<file path="src/pwm_edge_pkg.sv">
// Package with constants and carrier types for the multimode PWM edge generator
package pwm_edge_pkg;

  localparam int CNT_W = 16;

  localparam logic [CNT_W-1:0] CNT_RESET  = 16'h0000;
  localparam logic [CNT_W-1:0] LIMIT_INIT = 16'h00FF;

  typedef enum logic [1:0] {
    MODE_NORMAL,
    MODE_MULTI,
    MODE_RESONANT
  } pwm_mode_t;

  // Register offsets, byte addresses on a word-aligned Avalon-MM slave
  localparam logic [5:0] REG_CTRL      = 6'h00;
  localparam logic [5:0] REG_LIMIT     = 6'h04;
  localparam logic [5:0] REG_EVENT1    = 6'h08;
  localparam logic [5:0] REG_EVENT2    = 6'h0C;
  localparam logic [5:0] REG_EVENT3    = 6'h10;
  localparam logic [5:0] REG_EVENT4    = 6'h14;
  localparam logic [5:0] REG_ADJ_A     = 6'h18;
  localparam logic [5:0] REG_ADJ_B     = 6'h1C;
  localparam logic [5:0] REG_DTC       = 6'h20;
  localparam logic [5:0] REG_ADAPT     = 6'h24;
  localparam logic [5:0] REG_PHASE     = 6'h28;
  localparam logic [5:0] REG_SAMPLE    = 6'h2C;
  localparam logic [5:0] REG_BLANK_A   = 6'h30;
  localparam logic [5:0] REG_BLANK_B   = 6'h34;
  localparam logic [5:0] REG_STATUS    = 6'h38;

  // Control register fields
  localparam int CTRL_MODE_LSB  = 0;
  localparam int CTRL_ADAPT_HALF = 2;
  localparam int CTRL_PHASE_DUTY = 3;
  localparam int CTRL_ENABLE     = 4;

  localparam logic [31:0] UNMAPPED_DATA = 32'h0000_0000;

  typedef struct packed {
    logic [CNT_W-1:0] duty;
    logic [CNT_W-1:0] period;
  } filter_in_t;

  typedef struct packed {
    logic pwm_a;
    logic pwm_b;
    logic adapt_trig;
    logic phase_trig;
    logic sample1;
    logic sample2;
    logic blank_a;
    logic blank_b;
  } pwm_out_t;

endpackage
</file>
<file path="src/multimode_pwm_edge_generator.sv">
// Multimode PWM edge generator with Avalon-MM register slave
//
// Design decisions made here: the placing of the registers and register access over Avalon-MM.
`timescale 1ns/1ps

// What this block does
// - A period counter runs from zero up to the period limit, clears and repeats.
// - Each output changes state when the counter equals its computed target.
// - Normal mode: A rises at event 1 and falls at event 1 plus duty plus adjust A.
// - Normal mode: B rises at A's fall point plus event 3 minus event 2.
// - Normal mode: B falls at event 4 plus the dead-time compensation.
// - The adaptive trigger sits at event 1 plus duty or half duty, plus its offset.
// - The phase trigger comes from the phase register or from the duty sampled at the period boundary.
// - Sample triggers and blanking windows come straight from their registers.
// - Normal mode ignores cycle adjust B.
// - Multi mode: A rises at event 1, falls at event 1 plus duty, adjust A and dead-time.
// - Multi mode: B rises at event 3, falls at event 3 plus duty, adjust B and dead-time.
// - Multi mode uses neither event 2 nor event 4.
// - Multi mode: B may wrap past period end at full width; A may not.
// - Resonant mode: A rises at event 1 and falls at duty minus event 1 plus dead-time.
// - Resonant mode: B rises at duty plus event 1, falls at period minus event 1 plus dead-time.
module multimode_pwm_edge_generator #(
  parameter int W = pwm_edge_pkg::CNT_W
) (
  input  wire logic                   i_clk_sys,
  input  wire logic                   i_rst_n,
  input  wire pwm_edge_pkg::filter_in_t i_filter,
  input  wire logic [5:0]             i_avs_address,
  input  wire logic                   i_avs_read,
  input  wire logic                   i_avs_write,
  input  wire logic [31:0]            i_avs_writedata,
  input  wire logic [3:0]             i_avs_byteenable,
  output logic [31:0]                 o_avs_readdata,
  output logic                        o_avs_waitrequest,
  output pwm_edge_pkg::pwm_out_t      o_pwm
);

  // Register file
  logic [31:0]  ctrl;
  logic [W-1:0] limit;
  logic [W-1:0] ev1;
  logic [W-1:0] ev2;
  logic [W-1:0] ev3;
  logic [W-1:0] ev4;
  logic [W-1:0] adj_a;
  logic [W-1:0] adj_b;
  logic [W-1:0] dead_time_comp;
  logic [W-1:0] adapt;
  logic [W-1:0] phase;
  logic [31:0]  sample;
  logic [31:0]  blank_a;
  logic [31:0]  blank_b;
  logic         acked;
  logic [31:0]  rd_data;
  logic [W-1:0] count;
  logic [W-1:0] duty;
  logic [W-1:0] period;

  function automatic logic [31:0] merge(input logic [31:0] old_v, input logic [31:0] new_v,
                                        input logic [3:0] be);
    logic [31:0] r;
    r = old_v;
    for (int i = 0; i < 4; i++)
      if (be[i])
        r[8*i +: 8] = new_v[8*i +: 8];
    return r;
  endfunction

  function automatic logic [W-1:0] low(input logic [31:0] v);
    return v[W-1:0];
  endfunction

  function automatic logic [31:0] wide(input logic [W-1:0] v);
    return {{(32-W){1'b0}}, v};
  endfunction

  // One wait state per access; answer on the second cycle of the request
  wire access = (i_avs_read || i_avs_write) && !acked;
  wire wr_go  = i_avs_write && acked;
  assign o_avs_waitrequest = (i_avs_read || i_avs_write) && !acked;

  wire [5:0] a = i_avs_address;
  wire [31:0] wd = i_avs_writedata;
  wire [3:0] be = i_avs_byteenable;

  always_ff @(posedge i_clk_sys or negedge i_rst_n)
  begin
    if (!i_rst_n)
      acked <= 1'b0;
    else
      acked <= access;
  end

  always_ff @(posedge i_clk_sys or negedge i_rst_n)
  begin
    if (!i_rst_n)
    begin
      ctrl    <= 32'h0000_0000;
      limit   <= pwm_edge_pkg::LIMIT_INIT;
      ev1     <= '0;
      ev2     <= '0;
      ev3     <= '0;
      ev4     <= '0;
      adj_a   <= '0;
      adj_b   <= '0;
      dead_time_comp     <= '0;
      adapt   <= '0;
      phase   <= '0;
      sample  <= 32'h0000_0000;
      blank_a <= 32'h0000_0000;
      blank_b <= 32'h0000_0000;
    end
    else if (wr_go)
    begin
      if (a == pwm_edge_pkg::REG_CTRL)
        ctrl <= merge(ctrl, wd, be) & 32'h0000_001F;
      else if (a == pwm_edge_pkg::REG_LIMIT)
        limit <= low(merge(wide(limit), wd, be));
      else if (a == pwm_edge_pkg::REG_EVENT1)
        ev1 <= low(merge(wide(ev1), wd, be));
      else if (a == pwm_edge_pkg::REG_EVENT2)
        ev2 <= low(merge(wide(ev2), wd, be));
      else if (a == pwm_edge_pkg::REG_EVENT3)
        ev3 <= low(merge(wide(ev3), wd, be));
      else if (a == pwm_edge_pkg::REG_EVENT4)
        ev4 <= low(merge(wide(ev4), wd, be));
      else if (a == pwm_edge_pkg::REG_ADJ_A)
        adj_a <= low(merge(wide(adj_a), wd, be));
      else if (a == pwm_edge_pkg::REG_ADJ_B)
        adj_b <= low(merge(wide(adj_b), wd, be));
      else if (a == pwm_edge_pkg::REG_DTC)
        dead_time_comp <= low(merge(wide(dead_time_comp), wd, be));
      else if (a == pwm_edge_pkg::REG_ADAPT)
        adapt <= low(merge(wide(adapt), wd, be));
      else if (a == pwm_edge_pkg::REG_PHASE)
        phase <= low(merge(wide(phase), wd, be));
      else if (a == pwm_edge_pkg::REG_SAMPLE)
        sample <= merge(sample, wd, be);
      else if (a == pwm_edge_pkg::REG_BLANK_A)
        blank_a <= merge(blank_a, wd, be);
      else if (a == pwm_edge_pkg::REG_BLANK_B)
        blank_b <= merge(blank_b, wd, be);
    end
  end

  wire [31:0] status_word = {14'h0000, o_pwm.pwm_a, o_pwm.pwm_b, count};

  assign rd_data =
    (a == pwm_edge_pkg::REG_CTRL)    ? ctrl :
    (a == pwm_edge_pkg::REG_LIMIT)   ? wide(limit) :
    (a == pwm_edge_pkg::REG_EVENT1)  ? wide(ev1) :
    (a == pwm_edge_pkg::REG_EVENT2)  ? wide(ev2) :
    (a == pwm_edge_pkg::REG_EVENT3)  ? wide(ev3) :
    (a == pwm_edge_pkg::REG_EVENT4)  ? wide(ev4) :
    (a == pwm_edge_pkg::REG_ADJ_A)   ? wide(adj_a) :
    (a == pwm_edge_pkg::REG_ADJ_B)   ? wide(adj_b) :
    (a == pwm_edge_pkg::REG_DTC)     ? wide(dead_time_comp) :
    (a == pwm_edge_pkg::REG_ADAPT)   ? wide(adapt) :
    (a == pwm_edge_pkg::REG_PHASE)   ? wide(phase) :
    (a == pwm_edge_pkg::REG_SAMPLE)  ? sample :
    (a == pwm_edge_pkg::REG_BLANK_A) ? blank_a :
    (a == pwm_edge_pkg::REG_BLANK_B) ? blank_b :
    (a == pwm_edge_pkg::REG_STATUS)  ? status_word :
    pwm_edge_pkg::UNMAPPED_DATA;

  always_ff @(posedge i_clk_sys or negedge i_rst_n)
  begin
    if (!i_rst_n)
      o_avs_readdata <= 32'h0000_0000;
    else if (i_avs_read && !acked)
      o_avs_readdata <= rd_data;
  end

  // Filter values are sampled at the period boundary to keep edges coherent
  wire run = ctrl[pwm_edge_pkg::CTRL_ENABLE];
  wire wrap = (count >= limit);

  always_ff @(posedge i_clk_sys or negedge i_rst_n)
  begin
    if (!i_rst_n)
      count <= pwm_edge_pkg::CNT_RESET;
    else if (!run || wrap)
      count <= pwm_edge_pkg::CNT_RESET;
    else
      count <= count + 1'b1;
  end

  // Period value is expected at twice the duty in resonant mode
  always_ff @(posedge i_clk_sys or negedge i_rst_n)
  begin
    if (!i_rst_n)
    begin
      duty   <= '0;
      period <= '0;
    end
    else if (!run || wrap)
    begin
      duty   <= i_filter.duty;
      period <= i_filter.period;
    end
  end

  // Edge targets per mode
  pwm_edge_pkg::pwm_mode_t mode;
  assign mode = pwm_edge_pkg::pwm_mode_t'(ctrl[pwm_edge_pkg::CTRL_MODE_LSB +: 2]);

  wire [W-1:0] a_fall_norm = ev1 + duty + adj_a;
  wire [W-1:0] b_rise_norm = a_fall_norm + (ev3 - ev2);
  wire [W-1:0] b_fall_norm = ev4 + dead_time_comp;
  wire [W-1:0] a_fall_mult = ev1 + duty + adj_a + dead_time_comp;
  wire [W-1:0] b_fall_raw  = ev3 + duty + adj_b + dead_time_comp;
  // B wraps modulo the period length; A is clamped to the period end
  wire [W:0]   b_sum_ext   = {1'b0, ev3} + {1'b0, duty} + {1'b0, adj_b} + {1'b0, dead_time_comp};
  wire [W:0]   per_len     = {1'b0, limit} + 1'b1;
  wire [W:0]   b_wrapped   = (b_sum_ext >= per_len) ? b_sum_ext - per_len : b_sum_ext;
  wire [W-1:0] b_fall_mult = (b_sum_ext >= per_len) ? b_wrapped[W-1:0] : b_fall_raw;
  wire [W-1:0] a_fall_mcl  = (a_fall_mult > limit) ? limit : a_fall_mult;
  wire [W-1:0] a_fall_res  = duty - ev1 + dead_time_comp;
  wire [W-1:0] b_rise_res  = duty + ev1;
  wire [W-1:0] b_fall_res  = period - ev1 + dead_time_comp;

  wire [W-1:0] a_rise = ev1;
  wire [W-1:0] a_fall = (mode == pwm_edge_pkg::MODE_MULTI)    ? a_fall_mcl :
                        (mode == pwm_edge_pkg::MODE_RESONANT) ? a_fall_res : a_fall_norm;
  wire [W-1:0] b_rise = (mode == pwm_edge_pkg::MODE_MULTI)    ? ev3 :
                        (mode == pwm_edge_pkg::MODE_RESONANT) ? b_rise_res : b_rise_norm;
  wire [W-1:0] b_fall = (mode == pwm_edge_pkg::MODE_MULTI)    ? b_fall_mult :
                        (mode == pwm_edge_pkg::MODE_RESONANT) ? b_fall_res : b_fall_norm;

  wire [W-1:0] adapt_pt = ctrl[pwm_edge_pkg::CTRL_ADAPT_HALF] ?
                          ev1 + (duty >> 1) + adapt : ev1 + duty + adapt;
  wire [W-1:0] phase_pt = ctrl[pwm_edge_pkg::CTRL_PHASE_DUTY] ? duty : phase;

  logic lvl_a;
  logic lvl_b;
  logic lvl_ba;
  logic lvl_bb;

  pwm_edge_gate #(.W(W)) u_gate_a (
    .i_clk_sys (i_clk_sys),
    .i_rst_n   (i_rst_n),
    .i_run     (run),
    .i_count   (count),
    .i_rise    (a_rise),
    .i_fall    (a_fall),
    .o_level   (lvl_a)
  );

  pwm_edge_gate #(.W(W)) u_gate_b (
    .i_clk_sys (i_clk_sys),
    .i_rst_n   (i_rst_n),
    .i_run     (run),
    .i_count   (count),
    .i_rise    (b_rise),
    .i_fall    (b_fall),
    .o_level   (lvl_b)
  );

  pwm_edge_gate #(.W(W)) u_blank_a (
    .i_clk_sys (i_clk_sys),
    .i_rst_n   (i_rst_n),
    .i_run     (run),
    .i_count   (count),
    .i_rise    (blank_a[W-1:0]),
    .i_fall    (blank_a[16 +: W]),
    .o_level   (lvl_ba)
  );

  pwm_edge_gate #(.W(W)) u_blank_b (
    .i_clk_sys (i_clk_sys),
    .i_rst_n   (i_rst_n),
    .i_run     (run),
    .i_count   (count),
    .i_rise    (blank_b[W-1:0]),
    .i_fall    (blank_b[16 +: W]),
    .o_level   (lvl_bb)
  );

  // Trigger pulses, one cycle per match
  logic trig_adapt;
  logic trig_phase;
  logic trig_s1;
  logic trig_s2;

  always_ff @(posedge i_clk_sys or negedge i_rst_n)
  begin
    if (!i_rst_n)
    begin
      trig_adapt <= 1'b0;
      trig_phase <= 1'b0;
      trig_s1    <= 1'b0;
      trig_s2    <= 1'b0;
    end
    else
    begin
      trig_adapt <= run && (count == adapt_pt);
      trig_phase <= run && (count == phase_pt);
      trig_s1    <= run && (count == sample[W-1:0]);
      trig_s2    <= run && (count == sample[16 +: W]);
    end
  end

  assign o_pwm.pwm_a      = lvl_a;
  assign o_pwm.pwm_b      = lvl_b;
  assign o_pwm.adapt_trig = trig_adapt;
  assign o_pwm.phase_trig = trig_phase;
  assign o_pwm.sample1    = trig_s1;
  assign o_pwm.sample2    = trig_s2;
  assign o_pwm.blank_a    = lvl_ba;
  assign o_pwm.blank_b    = lvl_bb;

  a_count_wrap: assert property (@(posedge i_clk_sys) disable iff (!i_rst_n)
    run && count >= limit |=> count == '0)
    else $error("counter did not clear at period limit");

  a_count_step: assert property (@(posedge i_clk_sys) disable iff (!i_rst_n)
    run && $past(run) && count != '0 |-> count == $past(count) + 1'b1)
    else $error("counter did not step by one");

  a_a_rise: assert property (@(posedge i_clk_sys) disable iff (!i_rst_n)
    run && count == a_rise && count != a_fall |=> lvl_a)
    else $error("output A missed its rise");

  a_a_fall: assert property (@(posedge i_clk_sys) disable iff (!i_rst_n)
    run && count == a_fall |=> !lvl_a)
    else $error("output A missed its fall");

  a_b_fall: assert property (@(posedge i_clk_sys) disable iff (!i_rst_n)
    run && count == b_fall |=> !lvl_b)
    else $error("output B missed its fall");

  a_norm_adjb: assert property (@(posedge i_clk_sys) disable iff (!i_rst_n)
    mode == pwm_edge_pkg::MODE_NORMAL |->
      b_rise == ev1 + duty + adj_a + (ev3 - ev2) && b_fall == ev4 + dead_time_comp)
    else $error("normal mode B edge wrong");

  a_res_brise: assert property (@(posedge i_clk_sys) disable iff (!i_rst_n)
    mode == pwm_edge_pkg::MODE_RESONANT |-> b_rise == duty + ev1)
    else $error("resonant B rise wrong");

  a_adapt_pulse: assert property (@(posedge i_clk_sys) disable iff (!i_rst_n)
    run && !ctrl[pwm_edge_pkg::CTRL_ADAPT_HALF] && count == ev1 + duty + adapt |=> trig_adapt)
    else $error("adaptive trigger missed");

  a_phase_src: assert property (@(posedge i_clk_sys) disable iff (!i_rst_n)
    run && count == phase_pt |=> trig_phase)
    else $error("phase trigger missed");

  a_idle_low: assert property (@(posedge i_clk_sys) disable iff (!i_rst_n)
    !run |=> !lvl_a && !lvl_b)
    else $error("outputs active while stopped");

endmodule

</file>
<file path="src/pwm_edge_gate.sv">
// Set/reset gate for one output driven by compare matches
`timescale 1ns/1ps

module pwm_edge_gate #(
  parameter int W = 16
) (
  input  wire logic         i_clk_sys,
  input  wire logic         i_rst_n,
  input  wire logic         i_run,
  input  wire logic [W-1:0] i_count,
  input  wire logic [W-1:0] i_rise,
  input  wire logic [W-1:0] i_fall,
  output logic              o_level
);

  wire hit_rise = (i_count == i_rise);
  wire hit_fall = (i_count == i_fall);

  // Fall wins when both targets coincide
  wire next_level = !i_run ? 1'b0 : hit_fall ? 1'b0 : hit_rise ? 1'b1 : o_level;

  always_ff @(posedge i_clk_sys or negedge i_rst_n)
  begin
    if (!i_rst_n)
      o_level <= 1'b0;
    else
      o_level <= next_level;
  end

endmodule

</file>
<file path="config.mk">
export PLATFORM = sky130hd
export DESIGN_NAME = multimode_pwm_edge_generator
export DESIGN_NICKNAME = d
export VERILOG_FILES = /design/src/pwm_edge_pkg.sv /design/src/multimode_pwm_edge_generator.sv /design/src/pwm_edge_gate.sv
export SDC_FILE = /design/constraint.sdc
export NUM_CORES = 1
export LEC_CHECK = 0
export ABC_AREA = 1
export BUFFER_PORTS_ARGS = -buffer_cell sky130_fd_sc_hd__clkbuf_2
export CAP_MARGIN = 20
export CORE_MARGIN = 3
export CORE_UTILIZATION = 35
export CTS_CLUSTER_DIAMETER = 200
export CTS_CLUSTER_SIZE = 28
export DETAILED_ROUTE_END_ITERATION = 8
export PLACE_DENSITY_LB_ADDON = 0.25
export SLEW_MARGIN = 20
export SYNTH_ARGS = -nofsm -noshare
export SYNTH_HDL_FRONTEND = slang
export SYNTH_SLANG_ARGS = --single-unit
</file>
<file path="constraint.sdc">
create_clock -name i_clk_sys -period 14.1 [get_ports i_clk_sys]
set_input_delay 4.23 -clock i_clk_sys [delete_from_list [all_inputs] [get_ports i_clk_sys]]
set_output_delay 4.23 -clock i_clk_sys [all_outputs]
set_load 0.02 [all_outputs]
</file>
==> run_summary.xml <==
<?xml version="1.0" encoding="UTF-8"?>
<metrics>
  <group name="status">
    <metric name="status" unit="">complete, no violations</metric>
  </group>
  <group name="grt">
    <metric name="global_route.usage.total" unit="%">32.0</metric>
    <metric name="antenna_violations_before_repair" unit="">6</metric>
    <metric name="grt_max_degree" unit="">96</metric>
    <metric name="grt-ovfl-total" unit="">0</metric>
    <metric name="first_pass_grt_wire_length" unit="mm">211</metric>
    <metric name="number_of_global_route_vias_before_repair" unit="">29200</metric>
  </group>
  <group name="setup_path">
    <metric name="setup_crit_start_kind" unit="">input port</metric>
    <metric name="crit_arrival" unit="ns">4.65</metric>
    <metric name="crit_type" unit="">input port to output port</metric>
    <metric name="critical_path.endpoint_type" unit="">output port</metric>
    <metric name="largest_fanout_of_any_net_on_the_critical_path" unit="">2</metric>
    <metric name="crit_required" unit="ns">9.87</metric>
  </group>
  <group name="floorplanning">
    <metric name="design.portCount" unit="">119</metric>
    <metric name="rows" unit="">108</metric>
    <metric name="initial_utilization" unit="%">35.4</metric>
    <metric name="die_width" unit="um">302</metric>
    <metric name="die_y" unit="um">302</metric>
    <metric name="full_die_area" unit="mm2">0.0915</metric>
    <metric name="design.core.area" unit="mm2">0.0869</metric>
  </group>
  <group name="clocking">
    <metric name="cts.path.max_buffers" unit="">3</metric>
    <metric name="cts_hold_buffers" unit="">0</metric>
    <metric name="cts_root_buf" unit="">sky130_fd_sc_hd__clkbuf_16</metric>
    <metric name="clkSlewWorstSetupHoldPaths" unit="ns">0.11</metric>
    <metric name="cts_resized" unit="">0</metric>
    <metric name="number_of_buffers_added_by_the_clock_tree_synthesis_step" unit="">16</metric>
    <metric name="tritoncts_clock_tree" unit="">built</metric>
    <metric name="post_cts_setup_buffer_count" unit="">0</metric>
    <metric name="clock_tree.htree_level_count" unit="">1</metric>
    <metric name="cts.sink_count" unit="">350</metric>
    <metric name="clk_latency" unit="ns">0.59</metric>
  </group>
  <group name="finish">
    <metric name="final_cell_mix" unit="">sky130_fd_sc_hd__nand2_1, sky130_fd_sc_hd__inv_1, sky130_fd_sc_hd__o21ai_0</metric>
    <metric name="final_common_cell" unit="">sky130_fd_sc_hd__nand2_1</metric>
    <metric name="num-nets-final" unit="">4745</metric>
    <metric name="fill_cells" unit="">9232</metric>
    <metric name="syn2layout_area_growth" unit="%">8.07</metric>
    <metric name="final_layout_size_suffix_gt1_share" unit="%">7.30</metric>
  </group>
  <group name="sta">
    <metric name="timing.final.crit_period" unit="ns">8.88</metric>
    <metric name="clock-skew-final" unit="ns">0.0333</metric>
    <metric name="report.final.slew_viol_count" unit="">0</metric>
    <metric name="timing.final.setup_violations" unit="">0</metric>
    <metric name="grt_setup_unrepaired" unit="">no</metric>
    <metric name="fin_tns_setup" unit="ns">0</metric>
    <metric name="report.final.hold_viol_count" unit="">0</metric>
    <metric name="max-slew-margin-rel" unit="%">25.9</metric>
    <metric name="timing.hold.ws" unit="ns">0.471</metric>
    <metric name="period_share" unit="%">63.0</metric>
    <metric name="worst_slew_pin_slew" unit="ns">1.11</metric>
    <metric name="timing.fmax" unit="GHz">0.113</metric>
  </group>
  <group name="detailed_routing">
    <metric name="routed_via_density" unit="">5.72</metric>
    <metric name="wl_met1" unit="mm">60.7</metric>
    <metric name="route.met2.wl" unit="mm">61.8</metric>
    <metric name="num_vias" unit="">31600</metric>
    <metric name="met3_wirelength" unit="mm">15.3</metric>
    <metric name="drt-wirelength-per-cell" unit="um">26.9</metric>
    <metric name="highest_layer" unit="">met5</metric>
    <metric name="post-route-drc-count" unit="">0</metric>
    <metric name="postRouteAntennaNets" unit="">0</metric>
    <metric name="postRouteWirelength" unit="mm">149</metric>
    <metric name="drtIter0Drc" unit="">3755</metric>
    <metric name="drt-pass1-iter-count" unit="">6</metric>
  </group>
  <group name="logic_synthesis">
    <metric name="synth.yosys.warnings" unit="">0</metric>
    <metric name="async_reset_ff_share" unit="%">100</metric>
    <metric name="ys_seq_area_share" unit="%">28.5</metric>
    <metric name="synth-main-ff-cell" unit="">sky130_fd_sc_hd__dfrtp_1</metric>
    <metric name="synth.ff_latch_count" unit="">350</metric>
    <metric name="netlist_instances" unit="">4290</metric>
    <metric name="synth_area" unit="mm2">0.0308</metric>
    <metric name="synth_fp_nets" unit="">4674</metric>
    <metric name="count_of_flip_flops_with_a_built_in_enable_after_synthesis" unit="">0</metric>
    <metric name="post_synth_num_cell_types" unit="">72</metric>
    <metric name="mapped_avg_cell_area" unit="um2">7.17</metric>
  </group>
  <group name="placement">
    <metric name="gp_congestion" unit="">1.01</metric>
    <metric name="place.port_buffers" unit="">118</metric>
    <metric name="post-dp-hpwl" unit="mm">115</metric>
  </group>
  <group name="hold_path">
    <metric name="timing.hold.worst.class" unit="">flip-flop to flip-flop</metric>
  </group>
  <group name="power">
    <metric name="worst_ir_drop_vdd" unit="mV">0.0703</metric>
    <metric name="leakage" unit="nW">16.7</metric>
    <metric name="power_per_cell_area" unit="mW/mm2">115</metric>
  </group>
  <group name="job">
    <metric name="cap_viol_max_count" unit="">0</metric>
  </group>
</metrics>
## cell type report
cell class | instances | area (um2) | share of cell area [%]
diodes | 3 | 7.51 | 0.0226
clock buffers | 27 | 473 | 1.42
clock inverters | 1 | 16.3 | 0.0489
inverters | 532 | 2000 | 6.01
multi-input cells | 3274 | 19400 | 58.4
flip-flops and latches | 350 | 8770 | 26.4
well taps | 1155 | 1450 | 4.35
repair buffers | 187 | 1120 | 3.37
## flip-flops by register name (all words and copies together), names as in the netlist, 5 cells and up
register / cells
duty: 16
period: 16
a_rise: 16
count: 16
adapt: 16
adj_a: 16
o_avs_readdata: 32
limit: 16
ev4: 16
ev2: 16
sample: 32
ev3: 16
phase: 16
blank_b: 32
adj_b: 16
dead_time_comp: 16
ctrl: 5
blank_a: 32
## kinds of logic after synthesis
kind of cell / synth area share [%]
AO/OA/AOI/OAI: 16.9
XOR/XNOR: 4.44
adder cells (fa/ha/maj): 14.9
buffers and inverters: 8.46
flip-flops: 28.5
multiplexers: 0.968
AND/OR/NAND/NOR: 25.8
## final timing paths
check / start / to / slack, ns / cells past startpoint
worst min register to register: acked / acked / 0.47 / 1
worst max register to register: a_rise[0] / u_gate_a.o_level / 5.94 / 39
min in group asynchronous: i_rst_n / duty[15] / 3.63 / 1
worst min-delay path: acked / acked / 0.47 / 1
worst max-delay path: i_avs_read / o_avs_waitrequest / 5.22 / 4
max in group asynchronous: i_rst_n / period[15] / 8.06 / 3
## per-stage QoR
stage | util (%) | area (um2) | instances | total power [W] | setup slack, ns
2_1_floorplan | - | 30800 | 4290 | 0.00253 | 5.31
3_3_place_gp | 37.7 | 32700 | 5496 | 0.00316 | 5.20
3_5_place_dp | 37.7 | 32700 | 5496 | 0.00316 | 5.21
4_1_cts | 38.2 | 33200 | 5524 | 0.00377 | 5.21
5_1_grt | 38.2 | 33200 | 5526 | 0.00408 | 5.16
6_report | 38.3 | 33200 | 5529 | 0.00381 | 5.22
## Yosys cell counts, types with 8 or more instances
cell type / instances / area, um2
sky130_fd_sc_hd__nor3_1: 28 / 140
sky130_fd_sc_hd__o211ai_1: 26 / 195
sky130_fd_sc_hd__mux2i_1: 14 / 140
sky130_fd_sc_hd__mux2_2: 14 / 158
sky130_fd_sc_hd__o22ai_1: 43 / 269
sky130_fd_sc_hd__nand3b_1: 17 / 128
sky130_fd_sc_hd__xnor2_1: 45 / 394
sky130_fd_sc_hd__xor2_1: 111 / 972
sky130_fd_sc_hd__fa_1: 99 / 1980
sky130_fd_sc_hd__nor2_1: 281 / 1050
sky130_fd_sc_hd__inv_1: 508 / 1910
sky130_fd_sc_hd__buf_2: 25 / 125
sky130_fd_sc_hd__nor3b_1: 8 / 60.1
sky130_fd_sc_hd__nand2_1: 1113 / 4180
sky130_fd_sc_hd__clkbuf_1: 82 / 308
sky130_fd_sc_hd__o2111ai_1: 12 / 105
sky130_fd_sc_hd__nand4_1: 52 / 325
sky130_fd_sc_hd__a21oi_1: 268 / 1340
sky130_fd_sc_hd__a21o_1: 16 / 120
sky130_fd_sc_hd__ha_1: 207 / 2590
sky130_fd_sc_hd__a211oi_1: 18 / 135
sky130_fd_sc_hd__dfstp_2: 8 / 210
sky130_fd_sc_hd__or2_2: 25 / 156
sky130_fd_sc_hd__dfrtp_1: 342 / 8560
sky130_fd_sc_hd__nor2_2: 10 / 62.6
sky130_fd_sc_hd__nor4_1: 16 / 100
sky130_fd_sc_hd__nand3_1: 273 / 1370
sky130_fd_sc_hd__nand2_2: 11 / 68.8
sky130_fd_sc_hd__o21ai_1: 19 / 95.1
sky130_fd_sc_hd__o31ai_1: 10 / 75.1
sky130_fd_sc_hd__buf_1: 9 / 33.8
sky130_fd_sc_hd__inv_2: 17 / 63.8
sky130_fd_sc_hd__a221oi_1: 32 / 280
sky130_fd_sc_hd__buf_4: 17 / 128
sky130_fd_sc_hd__o221ai_1: 18 / 158
sky130_fd_sc_hd__o21ai_0: 415 / 2080
## worst max-delay path, stage by stage
cell	delay (ns)
sky130_fd_sc_hd__clkbuf_2	0.09
sky130_fd_sc_hd__nor2_1	0.04
sky130_fd_sc_hd__nor2_1	0.11
sky130_fd_sc_hd__clkbuf_2	0.19
## power breakdown
group	switching [W]	internal (W)	total, W
Sequential	0.0000837	0.00106	0.00114
Clock	0.000375	0.000236	0.000612
Combinational	0.00137	0.000689	0.00205
## layer usage
layer	track usage (%)	vias to the layer above
met2	47.9	1765
met5	0	-
met1	43.3	15100
li1	-	14400
met4	17.9	2
met3	6.46	417
Power figures use the tool's default switching activity.
